[src/design/i2c_seq_pkg.sv]
// Shared constants and types for the two-wire receive sequencer.
package i2c_seq_pkg;

  // ===========================================================
  // Timing
  localparam int CLK_KHZ = 25000;
  localparam int BIT_RATE_KBPS = 384;
  localparam int QUARTERS_PER_BIT = 4;
  // The bus never runs faster than the top rate, so a quarter rounds up.
  localparam int QUARTER_CYCLES =
    (CLK_KHZ + QUARTERS_PER_BIT * BIT_RATE_KBPS - 1) /
    (QUARTERS_PER_BIT * BIT_RATE_KBPS);

  // ===========================================================
  // Sizes
  localparam int BYTE_W = 8;
  localparam int ADDR_W = 7;
  localparam int FIFO_DEPTH = 32;
  localparam int NUM_TARGETS = 4;
  localparam int GROUP_WIDTH = 32;
  localparam int CHANNEL_NUM = 0;
  localparam logic [3:0] BIT_FIRST = 4'h8;
  localparam logic [7:0] COUNT_LAST = 8'h01;

  // ===========================================================
  // Encodings
  localparam logic DIR_WRITE = 1'b0;
  localparam logic DIR_READ = 1'b1;
  localparam logic MODE_READ = 1'b0;
  localparam logic MODE_WRITE_READ = 1'b1;

  typedef enum logic [1:0] {ctl_uninit, ctl_idle, ctl_comm} ctl_type;

  typedef enum logic [2:0] {
    flag_no_init,
    flag_idle,
    state_transfer_done,
    state_not_acknowledged,
    flag_comm,
    flag_error
  } flag_type;

  typedef enum logic [2:0] {
    sq_idle, sq_start, sq_addr, sq_write, sq_read, sq_stop, sq_halt
  } seq_type;

endpackage

[src/design/stream_if.sv]
// Valid/ready byte stream between the sequencer and its receive buffer.
interface stream_if #(parameter int W = 8);
  logic [W-1:0] data;
  logic valid;
  logic ready;
  modport source (output data, output valid, input ready);
  modport sink (input data, input valid, output ready);
endinterface

[src/design/i2c_single_master_receive_seq.sv]
// Single-master two-wire sequencer for plain and write-then-read reads.
// Summary of operation
// RULE_01 - Read: start, address, direction bit one.
// RULE_02 - Acknowledge every received byte except last.
// RULE_03 - Last byte not acknowledged, then stop.
// RULE_04 - Combined: start, address with write, data.
// RULE_05 - Repeated start, address with read, receive.
// RULE_06 - Completion signalled only after the stop.
// RULE_07 - Controller uninitialized, idle or communicating.
// RULE_08 - Target flag holds idle, done, nack, error.
// RULE_09 - One flag per target, one transfer active.
// RULE_10 - Launch enables data-empty and end interrupts.
// RULE_11 - Channel n end maps to group bit 2n.
// RULE_12 - Bit rate never above 384 kbps.
// RULE_13 - Interrupt after start, address, byte, stop.
// RULE_14 - Address nack: stop, flag not acknowledged.
// RULE_15 - Bus conflict: error flag, halt until reset.
module i2c_single_master_receive_seq
  #(
  // RULE_12 bit rate limit
  parameter int QUARTER = i2c_seq_pkg::QUARTER_CYCLES,
  parameter int NT = i2c_seq_pkg::NUM_TARGETS,
  parameter int CHANNEL = i2c_seq_pkg::CHANNEL_NUM,
  parameter int GROUP_W = i2c_seq_pkg::GROUP_WIDTH,
  parameter int DEPTH = i2c_seq_pkg::FIFO_DEPTH
) (
  // Clock and reset
  input wire logic clk,
  input wire logic rst_n,
  // Host control
  input wire logic init,
  input wire logic chan_reset,
  input wire logic cmd_valid,
  input wire logic cmd_mode,
  input wire logic [$clog2(NT)-1:0] cmd_target,
  input wire logic [i2c_seq_pkg::ADDR_W-1:0] cmd_addr,
  input wire logic [7:0] cmd_wr_count,
  input wire logic [7:0] cmd_rd_count,
  // Bytes to write
  input wire logic [i2c_seq_pkg::BYTE_W-1:0] tx_data,
  input wire logic tx_valid,
  output logic tx_ready,
  // Received bytes
  output logic [i2c_seq_pkg::BYTE_W-1:0] rx_data,
  output logic rx_valid,
  input wire logic rx_ready,
  // Status and interrupts
  output i2c_seq_pkg::ctl_type ctl_state,
  output i2c_seq_pkg::flag_type target_flags [NT],
  output logic tx_data_empty_irq,
  output logic tx_end_irq,
  output logic [GROUP_W-1:0] shared_group_irq,
  // Bus pins
  input wire logic scl_in,
  output logic scl_out,
  output logic scl_oe,
  input wire logic sda_in,
  output logic sda_out,
  output logic sda_oe
);
  import i2c_seq_pkg::*;

  localparam int TW = $clog2(NT);
  localparam int GRP_BIT = 2 * CHANNEL;
  localparam int QW = $clog2(QUARTER + 1);
  localparam logic [QW-1:0] QRELOAD = QW'(QUARTER - 1);

  seq_type seq;
  logic [1:0] phase;
  logic [QW-1:0] qcnt;
  logic [3:0] bit_idx;
  logic [7:0] sr;
  logic reading;
  logic mode;
  logic nacked;
  logic irq_en;
  logic push;
  logic [TW-1:0] cur_target;
  logic [ADDR_W-1:0] addr;
  logic [7:0] wr_left;
  logic [7:0] rd_left;
  logic scl_m;
  logic scl_s;
  logic sda_m;
  logic sda_s;
  logic next_scl_oe;
  logic next_sda_oe;
  logic launch;
  logic stall;
  logic step;
  logic unit_end;
  logic byte_end;
  logic start_end;
  logic stop_end;
  logic bus_err;
  logic restart;
  logic bit_val;
  logic wr_done;

  stream_if #(.W(BYTE_W)) wr_if ();
  stream_if #(.W(BYTE_W)) rd_if ();

  rx_fifo #(.W(BYTE_W), .DEPTH(DEPTH)) u_fifo (
    .clk(clk),
    .rst_n(rst_n),
    .wr(wr_if.sink),
    .rd(rd_if.source)
  );

  assign wr_if.valid = push;
  assign wr_if.data = sr;
  assign rd_if.ready = rx_ready;
  assign rx_data = rd_if.data;
  assign rx_valid = rd_if.valid;
  // Open-drain: only the enables move, the driven level is always low.
  assign scl_out = 1'b0;
  assign sda_out = 1'b0;

  // ===========================================================
  // Bit timing
  // RULE_09 one transfer at a time
  assign launch = cmd_valid && ctl_state == ctl_idle;
  // The next byte waits with the clock held low, so the buffer never
  // overflows and a slow host simply slows the bus.
  assign stall = tx_ready || (seq == sq_read && bit_idx == BIT_FIRST &&
                 phase == 2'd0 && !wr_if.ready);
  assign step = seq != sq_idle && seq != sq_halt && qcnt == '0 &&
                !stall && !(phase == 2'd2 && !scl_s);
  assign unit_end = step && phase == 2'd3;
  assign byte_end = unit_end && bit_idx == 4'h0 &&
                    seq inside {sq_addr, sq_write, sq_read};
  assign start_end = unit_end && seq == sq_start;
  assign stop_end = unit_end && seq == sq_stop;
  // RULE_15 released bit seen low
  assign bus_err = unit_end && seq inside {sq_addr, sq_write} &&
                   bit_idx != 4'h0 && sr[7] && !sda_s;
  assign restart = reading && mode == MODE_WRITE_READ;
  assign wr_done = (seq == sq_write) ? (wr_left == COUNT_LAST)
                                     : (wr_left == 8'h00);

  always_ff @(posedge clk or negedge rst_n) begin
    if (!rst_n) begin
      scl_m <= 1'b1;
      scl_s <= 1'b1;
      sda_m <= 1'b1;
      sda_s <= 1'b1;
    end else begin
      scl_m <= scl_in;
      scl_s <= scl_m;
      sda_m <= sda_in;
      sda_s <= sda_m;
    end
  end

  always_ff @(posedge clk or negedge rst_n) begin
    if (!rst_n) begin
      qcnt <= QRELOAD;
      phase <= 2'd0;
    end else if (seq == sq_idle || seq == sq_halt) begin
      qcnt <= QRELOAD;
      phase <= 2'd0;
    end else if (step) begin
      qcnt <= QRELOAD;
      phase <= phase + 2'd1;
    end else if (qcnt != '0) begin
      qcnt <= qcnt - 1'b1;
    end
  end

  // ===========================================================
  // Transfer sequence
  always_ff @(posedge clk or negedge rst_n) begin
    if (!rst_n) begin
      seq <= sq_idle;
      sr <= '0;
      bit_idx <= BIT_FIRST;
      reading <= 1'b0;
      mode <= MODE_READ;
      nacked <= 1'b0;
      addr <= '0;
      wr_left <= '0;
      rd_left <= '0;
      cur_target <= '0;
      tx_ready <= 1'b0;
      push <= 1'b0;
    end else if (chan_reset) begin
      seq <= sq_idle;
      tx_ready <= 1'b0;
      push <= 1'b0;
    end else if (launch) begin
      seq <= sq_start;
      mode <= cmd_mode;
      // RULE_01 direction of plain read
      reading <= (cmd_mode == MODE_READ);
      addr <= cmd_addr;
      wr_left <= cmd_wr_count;
      rd_left <= cmd_rd_count;
      cur_target <= cmd_target;
      nacked <= 1'b0;
    end else begin
      push <= byte_end && seq == sq_read;
      if (tx_ready && tx_valid) begin
        sr <= tx_data;
        tx_ready <= 1'b0;
      end
      if (bus_err) begin
        seq <= sq_halt;
      end else if (unit_end) begin
        unique case (seq)
          sq_start: begin
            // RULE_04 address with direction bit
            sr <= {addr, reading ? DIR_READ : DIR_WRITE};
            bit_idx <= BIT_FIRST;
            seq <= sq_addr;
          end
          sq_stop: seq <= sq_idle;
          sq_addr, sq_write, sq_read: begin
            if (bit_idx != 4'h0) begin
              bit_idx <= bit_idx - 4'h1;
              sr <= {sr[6:0], (seq == sq_read) ? sda_s : 1'b0};
            end else begin
              bit_idx <= BIT_FIRST;
              if (seq == sq_write) begin
                wr_left <= wr_left - 8'h01;
              end
              // RULE_14 nack abandons transfer
              if (seq != sq_read && sda_s) begin
                nacked <= 1'b1;
                seq <= sq_stop;
              end else if (seq == sq_read) begin
                rd_left <= rd_left - 8'h01;
                // RULE_03 stop after last byte
                if (rd_left == COUNT_LAST) begin
                  seq <= sq_stop;
                end
              end else if (seq == sq_addr && reading) begin
                seq <= sq_read;
              end else if (wr_done) begin
                // RULE_05 repeated start, no stop
                seq <= sq_start;
                reading <= 1'b1;
              end else begin
                seq <= sq_write;
                tx_ready <= 1'b1;
              end
            end
          end
          sq_idle, sq_halt: seq <= seq;
        endcase
      end
    end
  end

  // ===========================================================
  // Pin drive
  always_comb begin
    bit_val = (bit_idx == 4'h0) ? 1'b0 : !sr[7];
    if (seq == sq_read) begin
      // RULE_02 acknowledge unless last
      bit_val = (bit_idx == 4'h0) ? (rd_left != COUNT_LAST) : 1'b0;
    end
    next_scl_oe = 1'b0;
    next_sda_oe = 1'b0;
    unique case (seq)
      sq_start: begin
        next_scl_oe = (phase == 2'd0) ? restart
                    : (phase == 2'd1) ? scl_oe : 1'b0;
        next_sda_oe = (phase == 2'd3) ? 1'b1
                    : (phase == 2'd0) ? sda_oe : 1'b0;
      end
      sq_addr, sq_write, sq_read: begin
        next_scl_oe = (phase < 2'd2);
        next_sda_oe = (phase == 2'd0) ? sda_oe : bit_val;
      end
      sq_stop: begin
        next_scl_oe = (phase < 2'd2);
        next_sda_oe = (phase == 2'd3) ? 1'b0
                    : (phase == 2'd0) ? sda_oe : 1'b1;
      end
      sq_idle, sq_halt: begin
        next_scl_oe = 1'b0;
        next_sda_oe = 1'b0;
      end
    endcase
  end

  always_ff @(posedge clk or negedge rst_n) begin
    if (!rst_n) begin
      scl_oe <= 1'b0;
      sda_oe <= 1'b0;
    end else begin
      scl_oe <= next_scl_oe;
      sda_oe <= next_sda_oe;
    end
  end

  // ===========================================================
  // Controller state and target flags
  always_ff @(posedge clk or negedge rst_n) begin
    if (!rst_n) begin
      ctl_state <= ctl_uninit;
    end else if (chan_reset) begin
      ctl_state <= ctl_uninit;
    end else if (init && ctl_state == ctl_uninit) begin
      ctl_state <= ctl_idle;
    end else if (launch) begin
      // RULE_07 communicating while busy
      ctl_state <= ctl_comm;
    end else if (stop_end) begin
      ctl_state <= ctl_idle;
    end
  end

  always_ff @(posedge clk or negedge rst_n) begin
    if (!rst_n) begin
      for (int i = 0; i < NT; i++) begin
        target_flags[i] <= flag_no_init;
      end
    end else if (chan_reset || (init && ctl_state == ctl_uninit)) begin
      for (int i = 0; i < NT; i++) begin
        target_flags[i] <= chan_reset ? flag_no_init : flag_idle;
      end
    end else if (launch) begin
      // RULE_09 flag of this target only
      target_flags[cmd_target] <= flag_comm;
    end else if (bus_err) begin
      target_flags[cur_target] <= flag_error;
    end else if (stop_end) begin
      // RULE_08 idle with outcome
      target_flags[cur_target] <= nacked ? state_not_acknowledged
                                         : state_transfer_done;
    end
  end

  // ===========================================================
  // Interrupts
  always_ff @(posedge clk or negedge rst_n) begin
    if (!rst_n) begin
      irq_en <= 1'b0;
      tx_data_empty_irq <= 1'b0;
      tx_end_irq <= 1'b0;
      shared_group_irq <= '0;
    end else begin
      // RULE_10 enabled on launch
      if (chan_reset || stop_end) begin
        irq_en <= 1'b0;
      end else if (launch) begin
        irq_en <= 1'b1;
      end
      // RULE_13 progress interrupts
      tx_data_empty_irq <= irq_en && !chan_reset && (start_end || byte_end);
      // RULE_06 end only after stop
      tx_end_irq <= irq_en && !chan_reset && stop_end;
      // RULE_11 group bit 2n
      shared_group_irq <= '0;
      shared_group_irq[GRP_BIT] <= irq_en && !chan_reset && stop_end;
    end
  end
endmodule

[src/design/rx_fifo.sv]
// Receive buffer with a registered output stage.
module rx_fifo #(
  parameter int W = 8,
  parameter int DEPTH = 32
) (
  // Clock and reset
  input wire logic clk,
  input wire logic rst_n,
  // Streams
  stream_if.sink wr,
  stream_if.source rd
);
  localparam int AW = $clog2(DEPTH);
  localparam logic [AW:0] FULL = (AW + 1)'(DEPTH);

  logic [W-1:0] mem [DEPTH];
  logic [AW-1:0] wp;
  logic [AW-1:0] rp;
  logic [AW:0] cnt;
  logic push;
  logic pop;

  // Pointers wrap naturally, so DEPTH must be a power of two.
  assign wr.ready = (cnt != FULL);
  assign push = wr.valid && wr.ready;
  assign pop = (cnt != '0) && (!rd.valid || rd.ready);

  always_ff @(posedge clk) begin
    if (push) begin
      mem[wp] <= wr.data;
    end
  end

  always_ff @(posedge clk or negedge rst_n) begin
    if (!rst_n) begin
      wp <= '0;
      rp <= '0;
      cnt <= '0;
    end else begin
      if (push) begin
        wp <= wp + 1'b1;
      end
      if (pop) begin
        rp <= rp + 1'b1;
      end
      if (push && !pop) begin
        cnt <= cnt + 1'b1;
      end else if (pop && !push) begin
        cnt <= cnt - 1'b1;
      end
    end
  end

  always_ff @(posedge clk or negedge rst_n) begin
    if (!rst_n) begin
      rd.valid <= 1'b0;
      rd.data <= '0;
    end else if (pop) begin
      rd.valid <= 1'b1;
      rd.data <= mem[rp];
    end else if (rd.ready) begin
      rd.valid <= 1'b0;
    end
  end

endmodule

[config.mk]
export PLATFORM = sky130hd
export DESIGN_NAME = i2c_single_master_receive_seq
export DESIGN_NICKNAME = d
export VERILOG_FILES = /design/src/design/i2c_seq_pkg.sv /design/src/design/stream_if.sv /design/src/design/i2c_single_master_receive_seq.sv /design/src/design/rx_fifo.sv
export SDC_FILE = /design/constraint.sdc
export NUM_CORES = 1
export LEC_CHECK = 0
export ABC_AREA = 1
export BUFFER_PORTS_ARGS = -buffer_cell sky130_fd_sc_hd__buf_2
export CAP_MARGIN = 20
export CORE_MARGIN = 5
export CORE_UTILIZATION = 40
export DETAILED_ROUTE_END_ITERATION = 10
export SLEW_MARGIN = 20
export SYNTH_ARGS = -nofsm -noshare
export SYNTH_HDL_FRONTEND = slang
export SYNTH_HIERARCHICAL = 1
export SYNTH_SLANG_ARGS = --single-unit
[constraint.sdc]
create_clock -name clk -period 6.33 [get_ports clk]
set_clock_uncertainty 0.05 [all_clocks]
set_input_delay 0.633 -clock clk [delete_from_list [all_inputs] [get_ports clk]]
set_output_delay 0.633 -clock clk [all_outputs]
set_load 0.1 [all_outputs]
==> flow_metrics.env, run 1 <==
export IMPL_totalNegativeSetupSlack_ps=0
export IMPL_routed_wire_length_per_instance_um=17.1
export IMPL_core_rowCount=76
export IMPL_port_buffer_count=71
export IMPL_dieHeight_um=219
export IMPL_area_growth_pct=11.1
export IMPL_cts_repair_resized=0
export IMPL_busiest_layer="met2"
export IMPL_worst_hold_path_type="in -> async"
export IMPL_outcome="finished, final reports clean"
export IMPL_worst_setup_path_start_kind="register"
export IMPL_yosysTopAreaCellShare=0.442
export IMPL_vdd_ir_drop_max_v=0.000246
export IMPL_place_congestion=0.873
export IMPL_yosys_most_used_dff="sky130_fd_sc_hd__edfxtp_1"
export IMPL_detail_route_wirelength_um=44100
export IMPL_layout_min_cycle_time_ps=3500
export IMPL_post_synth_num_cell_types=45
export IMPL_cts_tree="built"
export IMPL_grt_first_pass_wirelength_um=69600
export IMPL_yosys_register_bits=356
export IMPL_syn_area_sq_um=17400
export IMPL_synth_top_area_cells="sky130_fd_sc_hd__edfxtp_1 (44%), sky130_fd_sc_hd__nand2_1 (14%), sky130_fd_sc_hd__dfrtp_1 (14%)"
export IMPL_post_route_util=0.449
export IMPL_gr_usage_all_layers=0.183
export IMPL_worst_slew_pin_slew_ps=922
export IMPL_antenna_cells_inserted=0
export IMPL_crit_path_max_fanout=65
export IMPL_fin_nets=2035
export IMPL_grt_ovfl_total=0
export IMPL_drcViolationCount=0
export IMPL_placeableCoreArea_sq_um=43100
export IMPL_worstSetupEndpointType="register"
export IMPL_post_cts_hold_buffer_count=0
export IMPL_max_clock_path_buffers=3
export IMPL_synthesis_instances=1915
export IMPL_worstPathRequired_ps=6710
export IMPL_synth_async_reset_ratio=0.281
export IMPL_global_route_usage_met2=0.292
export IMPL_synth_area_per_cell_sq_um=9.09
export IMPL_cp_top_family="buffers and inverters"
export IMPL_layout_cells_most_common="sky130_fd_sc_hd__nand2_1"
export IMPL_clkSlewWorstSetupHoldPaths_ps=60
export IMPL_slew_limit_headroom=0.385
export IMPL_synthDominantAreaCellType="sky130_fd_sc_hd__edfxtp_1"
export IMPL_groute_layer_met3_usage=0.0272
export IMPL_route_antenna_remaining_nets=0
export IMPL_crit_path_top_delay_cell="sky130_fd_sc_hd__clkinv_2"
export IMPL_timing_critical_path_arrival_ps=3880
export IMPL_slew_viol_final=0
export IMPL_fp_dieArea_sq_um=47800
export IMPL_finalSetupViolCount=0
export IMPL_drt_vias_per_instance=4.97
export IMPL_placed_cell_area_sq_um=18100
export IMPL_static_leakage_power_nw=8.46
export IMPL_synth_enable_flop_cells=256
export IMPL_layout_common_cells="sky130_fd_sc_hd__nand2_1 (637), sky130_fd_sc_hd__edfxtp_1 (256), sky130_fd_sc_hd__nand3_1 (219)"
export IMPL_rsz_0062_raised_after_global_routing="no"
export IMPL_dp_hpwl_um=28400
export IMPL_clock_latency_ps=560
export IMPL_design_area_sq_um=19300
export IMPL_h_tree_depth=2
export IMPL_cts_buffers=39
export IMPL_multi_input_comb_area_sq_um=5880
export IMPL_cts_num_sinks=356
export IMPL_grtUsageMet1=0.265
export IMPL_boundary_pins=105
export IMPL_path_class="reg -> reg"
export IMPL_layout_cell_share_with_drive_strength_beyond_1=0.102
export IMPL_worst_path_buf_inv=2
export IMPL_cts_repair_timing_setup_buffer_count=0
export IMPL_vias=12900
export IMPL_drt_iter0_drc=1218
export IMPL_fillers=4172
export IMPL_max_cap_violations=0
export IMPL_max_freq_mhz=286
export IMPL_grt_max_degree=76
export IMPL_crit_path_cell_trace="clkinv_2 > buf_4 > nand2_1 > nand3_1 > nand3_1 > nand2_1 > nor2_1 > nand2_1 > nand3_1 > nand2_1"
export IMPL_ff_latch_area_sq_um=10200
export IMPL_grt_pass1_vias=12300
export IMPL_critical_path_most_common_cell="sky130_fd_sc_hd__nand2_1"
export IMPL_synth_sequential_area_ratio=0.586
export IMPL_antenna_found_initial=1
export IMPL_number_of_warning_messages_in_the_yosys_log=6
export IMPL_die_w_um=219
export IMPL_drt_pass1_iter_count=5
export IMPL_finalCritPeriodShare=0.553
export IMPL_finalHoldViolCount=0
export IMPL_worst_path_largest_cell_delay_ps=910
export IMPL_ctsRootBufferMaster="sky130_fd_sc_hd__clkbuf_16"
export IMPL_power_per_standard_cell_area_nw_per_um2=416
export IMPL_start_util=0.404
[where the power goes]
group | switching, mW | total (mW) | internal, mW
Clock | 0.942 | 2.24 | 1.30
Combinational | 2.04 | 2.75 | 0.707
Sequential | 0.258 | 3.05 | 2.79
Total | 3.24 | 8.04 | 4.79
[Yosys cell counts (2+ instances only)]
cell type,instances
sky130_fd_sc_hd__nand2_1,637
sky130_fd_sc_hd__edfxtp_1,256
sky130_fd_sc_hd__nand3_1,219
sky130_fd_sc_hd__inv_1,197
sky130_fd_sc_hd__nor2_1,156
sky130_fd_sc_hd__dfrtp_1,94
sky130_fd_sc_hd__o21ai_0,57
sky130_fd_sc_hd__a21oi_1,47
sky130_fd_sc_hd__buf_4,43
sky130_fd_sc_hd__buf_2,39
sky130_fd_sc_hd__ha_1,21
sky130_fd_sc_hd__nand4_1,19
sky130_fd_sc_hd__clkbuf_1,17
sky130_fd_sc_hd__xor2_1,12
sky130_fd_sc_hd__inv_2,8
sky130_fd_sc_hd__nand2_2,7
sky130_fd_sc_hd__dfstp_2,6
sky130_fd_sc_hd__nand3_2,6
sky130_fd_sc_hd__o21ai_2,6
sky130_fd_sc_hd__a31oi_1,5
sky130_fd_sc_hd__buf_6,5
sky130_fd_sc_hd__clkinv_1,5
sky130_fd_sc_hd__mux2_2,5
sky130_fd_sc_hd__nor3_1,5
sky130_fd_sc_hd__o31ai_1,5
sky130_fd_sc_hd__nand2_8,4
sky130_fd_sc_hd__nor2_4,4
sky130_fd_sc_hd__nand2_4,3
sky130_fd_sc_hd__nand3b_1,3
sky130_fd_sc_hd__o21ai_1,3
sky130_fd_sc_hd__or2_2,3
sky130_fd_sc_hd__xnor2_1,3
sky130_fd_sc_hd__buf_1,2
sky130_fd_sc_hd__o211ai_1,2
[state kept, by name (all words and copies together), names as in the netlist, 3 cells and up]
signal          cells
u_fifo/rd.data      8
bit_idx             4
u_fifo/cnt          6
qcnt                5
u_fifo/wp           5
target_flags       12
u_fifo/mem        256
u_fifo/rp           5
wr_left             8
rd_left             8
sr                  8
addr                7
seq                 3
[area by class of cell]
| class | instances | share of cell area |
|---|---|---|
| tap | 585 | 0.0378 |
| sequential | 356 | 0.527 |
| clock inverter | 20 | 0.0105 |
| clock buffer | 52 | 0.0540 |
| multi-input combinational | 1274 | 0.304 |
| inverter | 210 | 0.0408 |
| timing repair buffer | 89 | 0.0255 |
[final timing paths]
kind	from	end	slack, ps	depth (start not counted)
worst max-delay path	u_fifo/rp[0]$_DFFE_PN0P_	u_fifo/rd.data[5]$_DFFE_PN0P_	2830	10
worst min-delay path	rst_n	scl_oe$_DFFE_PN0P_	100	1
worst max register to register	u_fifo/rp[0]$_DFFE_PN0P_	u_fifo/rd.data[5]$_DFFE_PN0P_	2830	10
worst min register to register	sda_m$_DFF_PN1_	sda_s$_DFF_PN1_	310	0
max in group asynchronous	rst_n	u_fifo/cnt[1]$_DFFE_PN0P_	4980	2
min in group clk	sda_in	sda_m$_DFF_PN1_	130	1
[routing by layer]
layer / up-vias / routed length, um
li1: 6276 / -
met1: 6133 / 20100
met2: 380 / 20500
met3: 63 / 2420
met4: 0 / 1080
met5: - / 0
[through the flow]
| step | cells | total power, mW | hold slack, ps | worst slack (ps) |
|---|---|---|---|---|
| final | 2586 | 8.04 | 98.9 | 2830 |
| after global routing | 2586 | 8.52 | 115 | 2600 |
| after CTS | 2586 | 8.09 | 108 | 2920 |
| after detailed placement | 2514 | 5.83 | 298 | 2950 |
| after global placement | 2514 | 5.80 | 298 | 2950 |
| after floorplan | 1947 | 5.10 | 287 | 3610 |
[kinds of logic (layout without fill, tap and decap cells)]
kind of cell / Yosys count / count (layout) / share of synthesized area
flip-flops: 356 / 356 / 0.586
other: 1 / 33 / 0.000215
AND/OR/NAND/NOR: 1071 / 1071 / 0.264
XOR/XNOR: 15 / 15 / 0.00755
multiplexers: 5 / 5 / 0.00323
adder cells (fa/ha/maj): 22 / 22 / 0.0162
AO/OA/AOI/OAI: 128 / 128 / 0.0400
buffers and inverters: 317 / 371 / 0.0835
No activity file was read; power rests on OpenSTA's default activity.
==> inputs of run 2 (changes only) <==
--- a/config.mk
+++ b/config.mk
@@ -5,7 +5,7 @@
 export SDC_FILE = /design/constraint.sdc
 export NUM_CORES = 1
 export LEC_CHECK = 0
-export ABC_AREA = 1
+export ABC_AREA = 0
 export BUFFER_PORTS_ARGS = -buffer_cell sky130_fd_sc_hd__buf_2
 export CAP_MARGIN = 20
 export CORE_MARGIN = 5
==> constraint.sdc (replaced) <==
create_clock -name clk -period 2.99 [get_ports clk]
set_clock_uncertainty 0.05 [all_clocks]
set_input_delay 0.299 -clock clk [delete_from_list [all_inputs] [get_ports clk]]
set_output_delay 0.299 -clock clk [all_outputs]
set_load 0.1 [all_outputs]
==> run 2 against run 1 <==
Net effect: non-clock buffer count is 88 higher; sequential share of layout area increased by 0.77 points; via count shrank 19%; sequential power rose by 94%; utilization grew 2.0 points; global-route usage is 1.2 points lower; flip-flop and latch count unchanged; register-to-register slack lost 2500 ps; first-iteration DRC count down 47%; worst setup slack worse by 2500 ps.
==> flow_metrics.env, run 2 <==
export IMPL_outcome="finished, final reports clean"
export IMPL_port_buffer_count=71
export IMPL_crit_reg2reg_launch="u_fifo/cnt[1]$_DFFE_PN0P_"
export IMPL_dp_hpwl_um=25700
export IMPL_placeableCoreArea_sq_um=40600
export IMPL_layout_common_cells="sky130_fd_sc_hd__edfxtp_1 (256), sky130_fd_sc_hd__nand2_1 (105), sky130_fd_sc_hd__dfrtp_1 (91)"
export IMPL_syn_area_sq_um=16300
export IMPL_yosys_register_bits=356
export IMPL_finalSetupViolCount=0
export IMPL_worst_r2r_endpoint="u_fifo/cnt[5]$_DFFE_PN0P_"
export IMPL_max_cap_violations=0
export IMPL_number_of_warning_messages_in_the_yosys_log=6
export IMPL_grt_max_degree=46
export IMPL_finalHoldViolCount=0
export IMPL_static_leakage_power_nw=7.67
export IMPL_total_switching_power_mw=4.58
export IMPL_area_growth_pct=16.8
export IMPL_synth_top_area_cells="sky130_fd_sc_hd__edfxtp_1 (47%), sky130_fd_sc_hd__dfrtp_1 (14%), sky130_fd_sc_hd__mux2i_1 (5.1%)"
export IMPL_vdd_ir_drop_max_v=0.000393
export IMPL_synth_enable_flop_cells=256
export IMPL_grt_first_pass_wirelength_um=60100
export IMPL_worst_setup_path_start_kind="register"
export IMPL_synth_common_cells="sky130_fd_sc_hd__edfxtp_1 (256), sky130_fd_sc_hd__nand2_1 (105), sky130_fd_sc_hd__dfrtp_1 (94)"
export IMPL_vias=10500
export IMPL_start_util=0.402
export IMPL_ctsRootBufferMaster="sky130_fd_sc_hd__clkbuf_16"
export IMPL_worstSetupEndpointType="register"
export IMPL_layout_min_cycle_time_ps=2670
export IMPL_holdCritStartpoint="rx_ready"
export IMPL_place_congestion=0.862
export IMPL_dieHeight_um=212
export IMPL_yosys_most_used_dff="sky130_fd_sc_hd__edfxtp_1"
export IMPL_max_clock_path_buffers=3
export IMPL_layout_cell_share_with_drive_strength_beyond_1=0.208
export IMPL_largest_register="u_fifo/mem"
export IMPL_crit_path_max_fanout=6
export IMPL_synthesis_instances=1210
export IMPL_cts_repair_timing_setup_buffer_count=0
export IMPL_gr_usage_all_layers=0.172
export IMPL_synth_sequential_area_ratio=0.624
export IMPL_path_class="reg -> reg"
export IMPL_comb_power_share=0.239
export IMPL_slew_viol_final=0
export IMPL_crit_path_cell_trace="nor3_2 > and3b_1 > nor2b_1 > inv_2 > ha_1 > inv_1 > ha_1 > a21oi_1 > nand2_1 > a31oi_1 > mux2i_1 > xnor2_1"
export IMPL_crit_path_top_delay_cell="sky130_fd_sc_hd__dfrtp_1"
export IMPL_clkSlewWorstSetupHoldPaths_ps=60
export IMPL_yosysMostFrequentCell="sky130_fd_sc_hd__edfxtp_1"
export IMPL_core_rowCount=74
export IMPL_post_synth_num_cell_types=96
export IMPL_boundary_pins=105
export IMPL_synth_area_per_cell_sq_um=13.5
export IMPL_cts_num_sinks=356
export IMPL_h_tree_depth=2
export IMPL_largest_registers="u_fifo/mem (256), target_flags (12)"
export IMPL_critical_path_most_common_cell="sky130_fd_sc_hd__ha_1"
export IMPL_cp_top_family="simple AND/OR/NAND/NOR gates"
export IMPL_synthDominantAreaCellType="sky130_fd_sc_hd__edfxtp_1"
export IMPL_netSwitchingFraction=0.318
export IMPL_worstSetupPathDepth=12
export IMPL_slew_limit_headroom=0.517
export IMPL_max_freq_mhz=375
export IMPL_worstPathRequired_ps=3420
export IMPL_fp_dieArea_sq_um=45000
export IMPL_timing_critical_path_arrival_ps=3090
export IMPL_synth_async_reset_ratio=0.281
export IMPL_worst_path_buf_inv=2
export IMPL_holdPathEnd="u_fifo/rd.valid$_DFFE_PN0P_"
export IMPL_pwr_share_clk=0.351
export IMPL_grt_ovfl_total=0
export IMPL_worst_path_largest_cell_delay_ps=420
export IMPL_layout_cells_most_common="sky130_fd_sc_hd__edfxtp_1"
export IMPL_drt_pass1_iter_count=6
export IMPL_antenna_found_initial=1
export IMPL_power_per_standard_cell_area_nw_per_um2=755
export IMPL_ff2ff_setup_slack_ps=320
export IMPL_yosysTopAreaCellShare=0.471
export IMPL_grt_pass1_vias=10400
export IMPL_power_frac_seq=0.410
export IMPL_worst_hold_path_type="in -> reg"
export IMPL_rsz_0062_raised_after_global_routing="no"
export IMPL_placed_cell_area_sq_um=17400
export IMPL_detail_route_wirelength_um=38500
export IMPL_drt_iter0_drc=647
export IMPL_timing_reg2reg_worst_path_depth=12
export IMPL_route_antenna_remaining_nets=0
export IMPL_largest_register_ffs=256
export IMPL_clock_latency_ps=560
export IMPL_drt_vias_per_instance=5.44
export IMPL_routed_wire_length_per_instance_um=20.0
export IMPL_drcViolationCount=0
export IMPL_cts_tree="built"
export IMPL_cts_buffers=39
export IMPL_fin_nets=1425
export IMPL_cellInternalPower_mw=9.81
export IMPL_totalNegativeSetupSlack_ps=0
export IMPL_finalCritPeriodShare=0.892
export IMPL_design_area_sq_um=19100
export IMPL_die_w_um=212
export IMPL_fillers=3577
export IMPL_worstHoldPathCells=3
export IMPL_worst_slew_pin_slew_ps=724
==> run 2: cell types whose count changed in the layout (fill, tap and decap cells not counted), sizes merged, moves of 29 or more <==
cell | previous run | this run
nand2 | 651 | 106
nand3 | 225 | 35
inv | 207 | 22
mux2i | 0 | 83
nor2 | 162 | 92
buf | 89 | 152
o22ai | 0 | 29
==> run 2: per-stage QoR <==
step,cells,hold WS [ps],total power [mW],worst slack [ps],utilization
2_1_floorplan,1242,-46.6,8.71,128,-
3_3_place_gp,1826,157,9.40,320,0.429
3_5_place_dp,1826,159,9.43,198,0.429
4_1_cts,1923,2.25,14.5,187,0.469
5_1_grt,1923,11.6,15.0,61.1,0.469
6_report,1924,14.7,14.4,324,0.469
==> run 2: how the worst max path moves through the flow <==
| stage | endpoint | from | slack (ps) |
|---|---|---|---|
| final | u_fifo/cnt[5]$_DFFE_PN0P_ | u_fifo/cnt[1]$_DFFE_PN0P_ | 320 |
| after global routing | u_fifo/cnt[5]$_DFFE_PN0P_ | u_fifo/cnt[1]$_DFFE_PN0P_ | 60 |
| after CTS | u_fifo/cnt[5]$_DFFE_PN0P_ | u_fifo/cnt[1]$_DFFE_PN0P_ | 190 |
| after detailed placement | u_fifo/cnt[5]$_DFFE_PN0P_ | u_fifo/cnt[1]$_DFFE_PN0P_ | 200 |
| after global placement | u_fifo/cnt[5]$_DFFE_PN0P_ | u_fifo/cnt[1]$_DFFE_PN0P_ | 320 |
| after floorplan | u_fifo/cnt[5]$_DFFE_PN0P_ | u_fifo/rd.valid$_DFFE_PN0P_ | 130 |
==> run 2: power groups by stage <==
stage	clock network [mW]	registers [mW]	logic, mW
floorplan	0	6.19	2.51
global placement	0	5.99	3.41
detailed placement	0	6.00	3.43
CTS	5.17	5.90	3.47
global route	5.39	5.96	3.69
finish	5.05	5.91	3.44
==> run 2: cell type report <==
cell class              count  area, sq um  share of cell area
multi-input cells         765         5510               0.289
clock inverters            18          255              0.0134
flip-flops and latches    356        10200               0.535
clock buffers              54         1110              0.0583
diodes                      1         2.50            0.000131
inverters                  21         78.8             0.00413
well taps                 532          666              0.0349
repair buffers            177         1240              0.0651
==> run 2: logic make-up (layout without fill, tap and decap cells) <==
group,after synthesis,in the layout,synth area share
compound gates,239,239,0.108
xor+xnor,16,16,0.00904
fa+ha+maj,22,22,0.0173
buf+inv,121,270,0.0457
flops,356,356,0.624
mux,114,114,0.0900
other cells,1,34,0.000230
simple gates,341,341,0.106
==> run 2: worst min-delay path: cells and delay by family <==
kind	cells	cell delay, ps
buffers and inverters	1	70
AND/OR/NAND/NOR	2	200
==> run 2: metal layers <==
layer  GRT usage  vias up  share of wire
li1            -     4867              -
met1       0.234     5208           0.43
met2       0.280      310           0.48
met3      0.0314       75          0.056
met4      0.0589        2          0.030
met5           0        -        0.00029
==> run 2: timing repair <==
item                       4_1_cts  5_1_grt
hold buffers                    25        0
setup endpoints to repair        0        1
resized for setup                0        1
hold endpoints to repair       119        0
==> inputs of run 3 (changes only) <==
--- a/config.mk
+++ b/config.mk
@@ -11,6 +11,7 @@
 export CORE_MARGIN = 5
 export CORE_UTILIZATION = 40
 export DETAILED_ROUTE_END_ITERATION = 10
+export GPL_TIMING_DRIVEN = 0
 export SLEW_MARGIN = 20
 export SYNTH_ARGS = -nofsm -noshare
 export SYNTH_HDL_FRONTEND = slang
==> run 3 against run 2 <==
Net effect: register-to-register slack worse by 160 ps; design area rose by 0.34%; worst setup slack got worse by 160 ps; utilization grew 0.16 points.
==> flow_metrics.env, run 3 (synthesis gave the netlist of run 2 again) <==
export IMPL_outcome="finished, final reports clean"
export IMPL_boundary_pins=105
export IMPL_multi_input_comb_area_sq_um=5570
export IMPL_wl_met1_um=17500
export IMPL_cts_num_sinks=356
export IMPL_die_w_um=212
export IMPL_crit_path_top_delay_cell="sky130_fd_sc_hd__dfrtp_2"
export IMPL_dp_hpwl_um=27000
export IMPL_design_area_sq_um=19100
export IMPL_worst_r2r_endpoint="u_fifo/cnt[5]$_DFFE_PN0P_"
export IMPL_timing_endpoint_of_the_critical_path="u_fifo/cnt[5]$_DFFE_PN0P_"
export IMPL_drt_pass1_iter_count=5
export IMPL_design_power_total_mw=14.3
export IMPL_detail_route_wirelength_um=40100
export IMPL_largest_registers="u_fifo/mem (256), target_flags (12)"
export IMPL_crit_path_cell_trace="nor2_4 > and3b_2 > nor2b_4 > inv_6 > buf_8 > ha_2 > inv_2 > ha_4 > a21oi_1 > nand2_1 > a31oi_2 > mux2i_1 > xnor2_1"
export IMPL_layout_min_cycle_time_ps=2820
export IMPL_grt_max_degree=56
export IMPL_drt_vias_per_instance=5.44
export IMPL_worst_hold_slack_ps=54.5
export IMPL_h_tree_depth=2
export IMPL_finalSetupViolCount=0
export IMPL_max_clock_path_buffers=3
export IMPL_met3RoutedLength_um=2270
export IMPL_place_congestion=0.929
export IMPL_gr_usage_all_layers=0.179
export IMPL_fin_nets=1449
export IMPL_worst_setup_path_start_kind="register"
export IMPL_fp_dieArea_sq_um=45000
export IMPL_largest_register_ffs=256
export IMPL_ctsRootBufferMaster="sky130_fd_sc_hd__clkbuf_16"
export IMPL_crit_reg2reg_launch="u_fifo/cnt[2]$_DFFE_PN0P_"
export IMPL_timing_critical_path_arrival_ps=3250
export IMPL_placed_cell_area_sq_um=17500
export IMPL_worst_path_largest_cell_delay_ps=440
export IMPL_layout_cells_most_common="sky130_fd_sc_hd__edfxtp_1"
export IMPL_slew_viol_final=0
export IMPL_area_growth_pct=17.2
export IMPL_finalCritPeriodShare=0.944
export IMPL_timing_critical_path_from="u_fifo/cnt[2]$_DFFE_PN0P_"
export IMPL_max_cap_violations=0
export IMPL_cts_buffers=39
export IMPL_grt_pass1_vias=10700
export IMPL_crit_path_max_fanout=10
export IMPL_routed_wire_length_per_instance_um=20.6
export IMPL_clock_latency_ps=560
export IMPL_static_leakage_power_nw=7.62
export IMPL_fillers=3630
export IMPL_worst_slew_pin_slew_ps=976
export IMPL_power_per_standard_cell_area_nw_per_um2=748
export IMPL_core_rowCount=74
export IMPL_port_buffer_count=71
export IMPL_worst_hold_path_type="in -> reg"
export IMPL_vdd_ir_drop_max_v=0.000405
export IMPL_worstSetupEndpointType="register"
export IMPL_route_antenna_remaining_nets=0
export IMPL_ff2ff_setup_slack_ps=170
export IMPL_start_util=0.402
export IMPL_rsz_0062_raised_after_global_routing="no"
export IMPL_slew_limit_headroom=0.347
export IMPL_ff_latch_area_sq_um=10200
export IMPL_largest_register="u_fifo/mem"
export IMPL_timing_reg2reg_worst_path_depth=13
export IMPL_post_route_util=0.471
export IMPL_clkSlewWorstSetupHoldPaths_ps=60
export IMPL_drcViolationCount=0
export IMPL_antenna_found_initial=2
export IMPL_met2_wirelength_um=19200
export IMPL_max_freq_mhz=354
export IMPL_layout_common_cells="sky130_fd_sc_hd__edfxtp_1 (256), sky130_fd_sc_hd__nand2_1 (105), sky130_fd_sc_hd__nor2_1 (89)"
export IMPL_placeableCoreArea_sq_um=40600
export IMPL_grt_first_pass_wirelength_um=62500
export IMPL_grt_ovfl_total=0
export IMPL_drt_iter0_drc=745
export IMPL_layout_cell_share_with_drive_strength_beyond_1=0.206
export IMPL_highest_signal_layer="met5"
export IMPL_worstPathRequired_ps=3420
export IMPL_cts_tree="built"
export IMPL_path_class="reg -> reg"
export IMPL_finalHoldViolCount=0
export IMPL_dieHeight_um=212
export IMPL_vias=10600
==> run 3: critical path, delay by kind of cell (launching register included) <==
kind                     cells  cell delay, ps
buffers and inverters        3             380
multiplexers                 1             270
AND/OR/NAND/NOR              4             660
adder cells (fa/ha/maj)      2             420
AO/OA/AOI/OAI                2             380
XOR/XNOR                     1             140
flip-flops                   1             440
==> run 3: what timing repair did <==
action / 4_1_cts / 5_1_grt
pin swaps: 1 / 1
endpoints found under the hold margin: 70 / 0
buffers inserted: 2 / 1
hold buffers: 25 / 0
resized for setup: 14 / 5
setup endpoints to repair: 3 / 1
==> run 3: worst min path at each step <==
stage                    startpoint                     endpoint  slack (ps)  cells after the start
finish              cmd_rd_count[6]       rd_left[6]$_DFFE_PN0P_          50                      3
global route        cmd_rd_count[7]       rd_left[7]$_DFFE_PN0P_          60                      3
CTS                 cmd_rd_count[5]       rd_left[5]$_DFFE_PN0P_          30                      4
detailed placement            rst_n  target_flags[8]$_DFFE_PN0P_         220                      1
global placement    scl_m$_DFF_PN1_              scl_s$_DFF_PN1_         300                      0
floorplan                     rst_n          addr[0]$_DFFE_PN0P_         -50                      0
==> run 3: metrics by stage <==
step / cells / setup WS, ps / setup TNS, ps
2_1_floorplan: 1242 / 128 / 0
5_1_grt: 1946 / 22.3 / 0
6_report: 1946 / 166 / 0
3_3_place_gp: 1845 / -524 / -1480
3_5_place_dp: 1847 / -568 / -1050
4_1_cts: 1944 / 15.5 / 0
==> run 3: per-layer routing <==
layer	vias up	global-route usage
li1	4922	-
met4	2	0.0595
met5	-	0
met3	73	0.0277
met1	5260	0.247
met2	338	0.292
==> run 3: cell type report <==
| class | instances | area share |
|---|---|---|
| Sequential cell | 356 | 0.534 |
| Buffer | 100 | 0.0354 |
| Clock buffer | 51 | 0.0560 |
| Inverter | 21 | 0.00438 |
| Antenna cell | 1 | 0.000131 |
| Clock inverter | 19 | 0.00915 |
| Timing Repair Buffer | 101 | 0.0354 |
| Multi-Input combinational cell | 765 | 0.291 |
| Tap cell | 532 | 0.0348 |
==> run 3: power by group <==
part | internal, mW | switching (mW) | total, mW
clock network | 2.71 | 1.95 | 4.66
logic | 1.45 | 2.44 | 3.88
registers | 5.50 | 0.260 | 5.76
total | 9.66 | 4.64 | 14.3
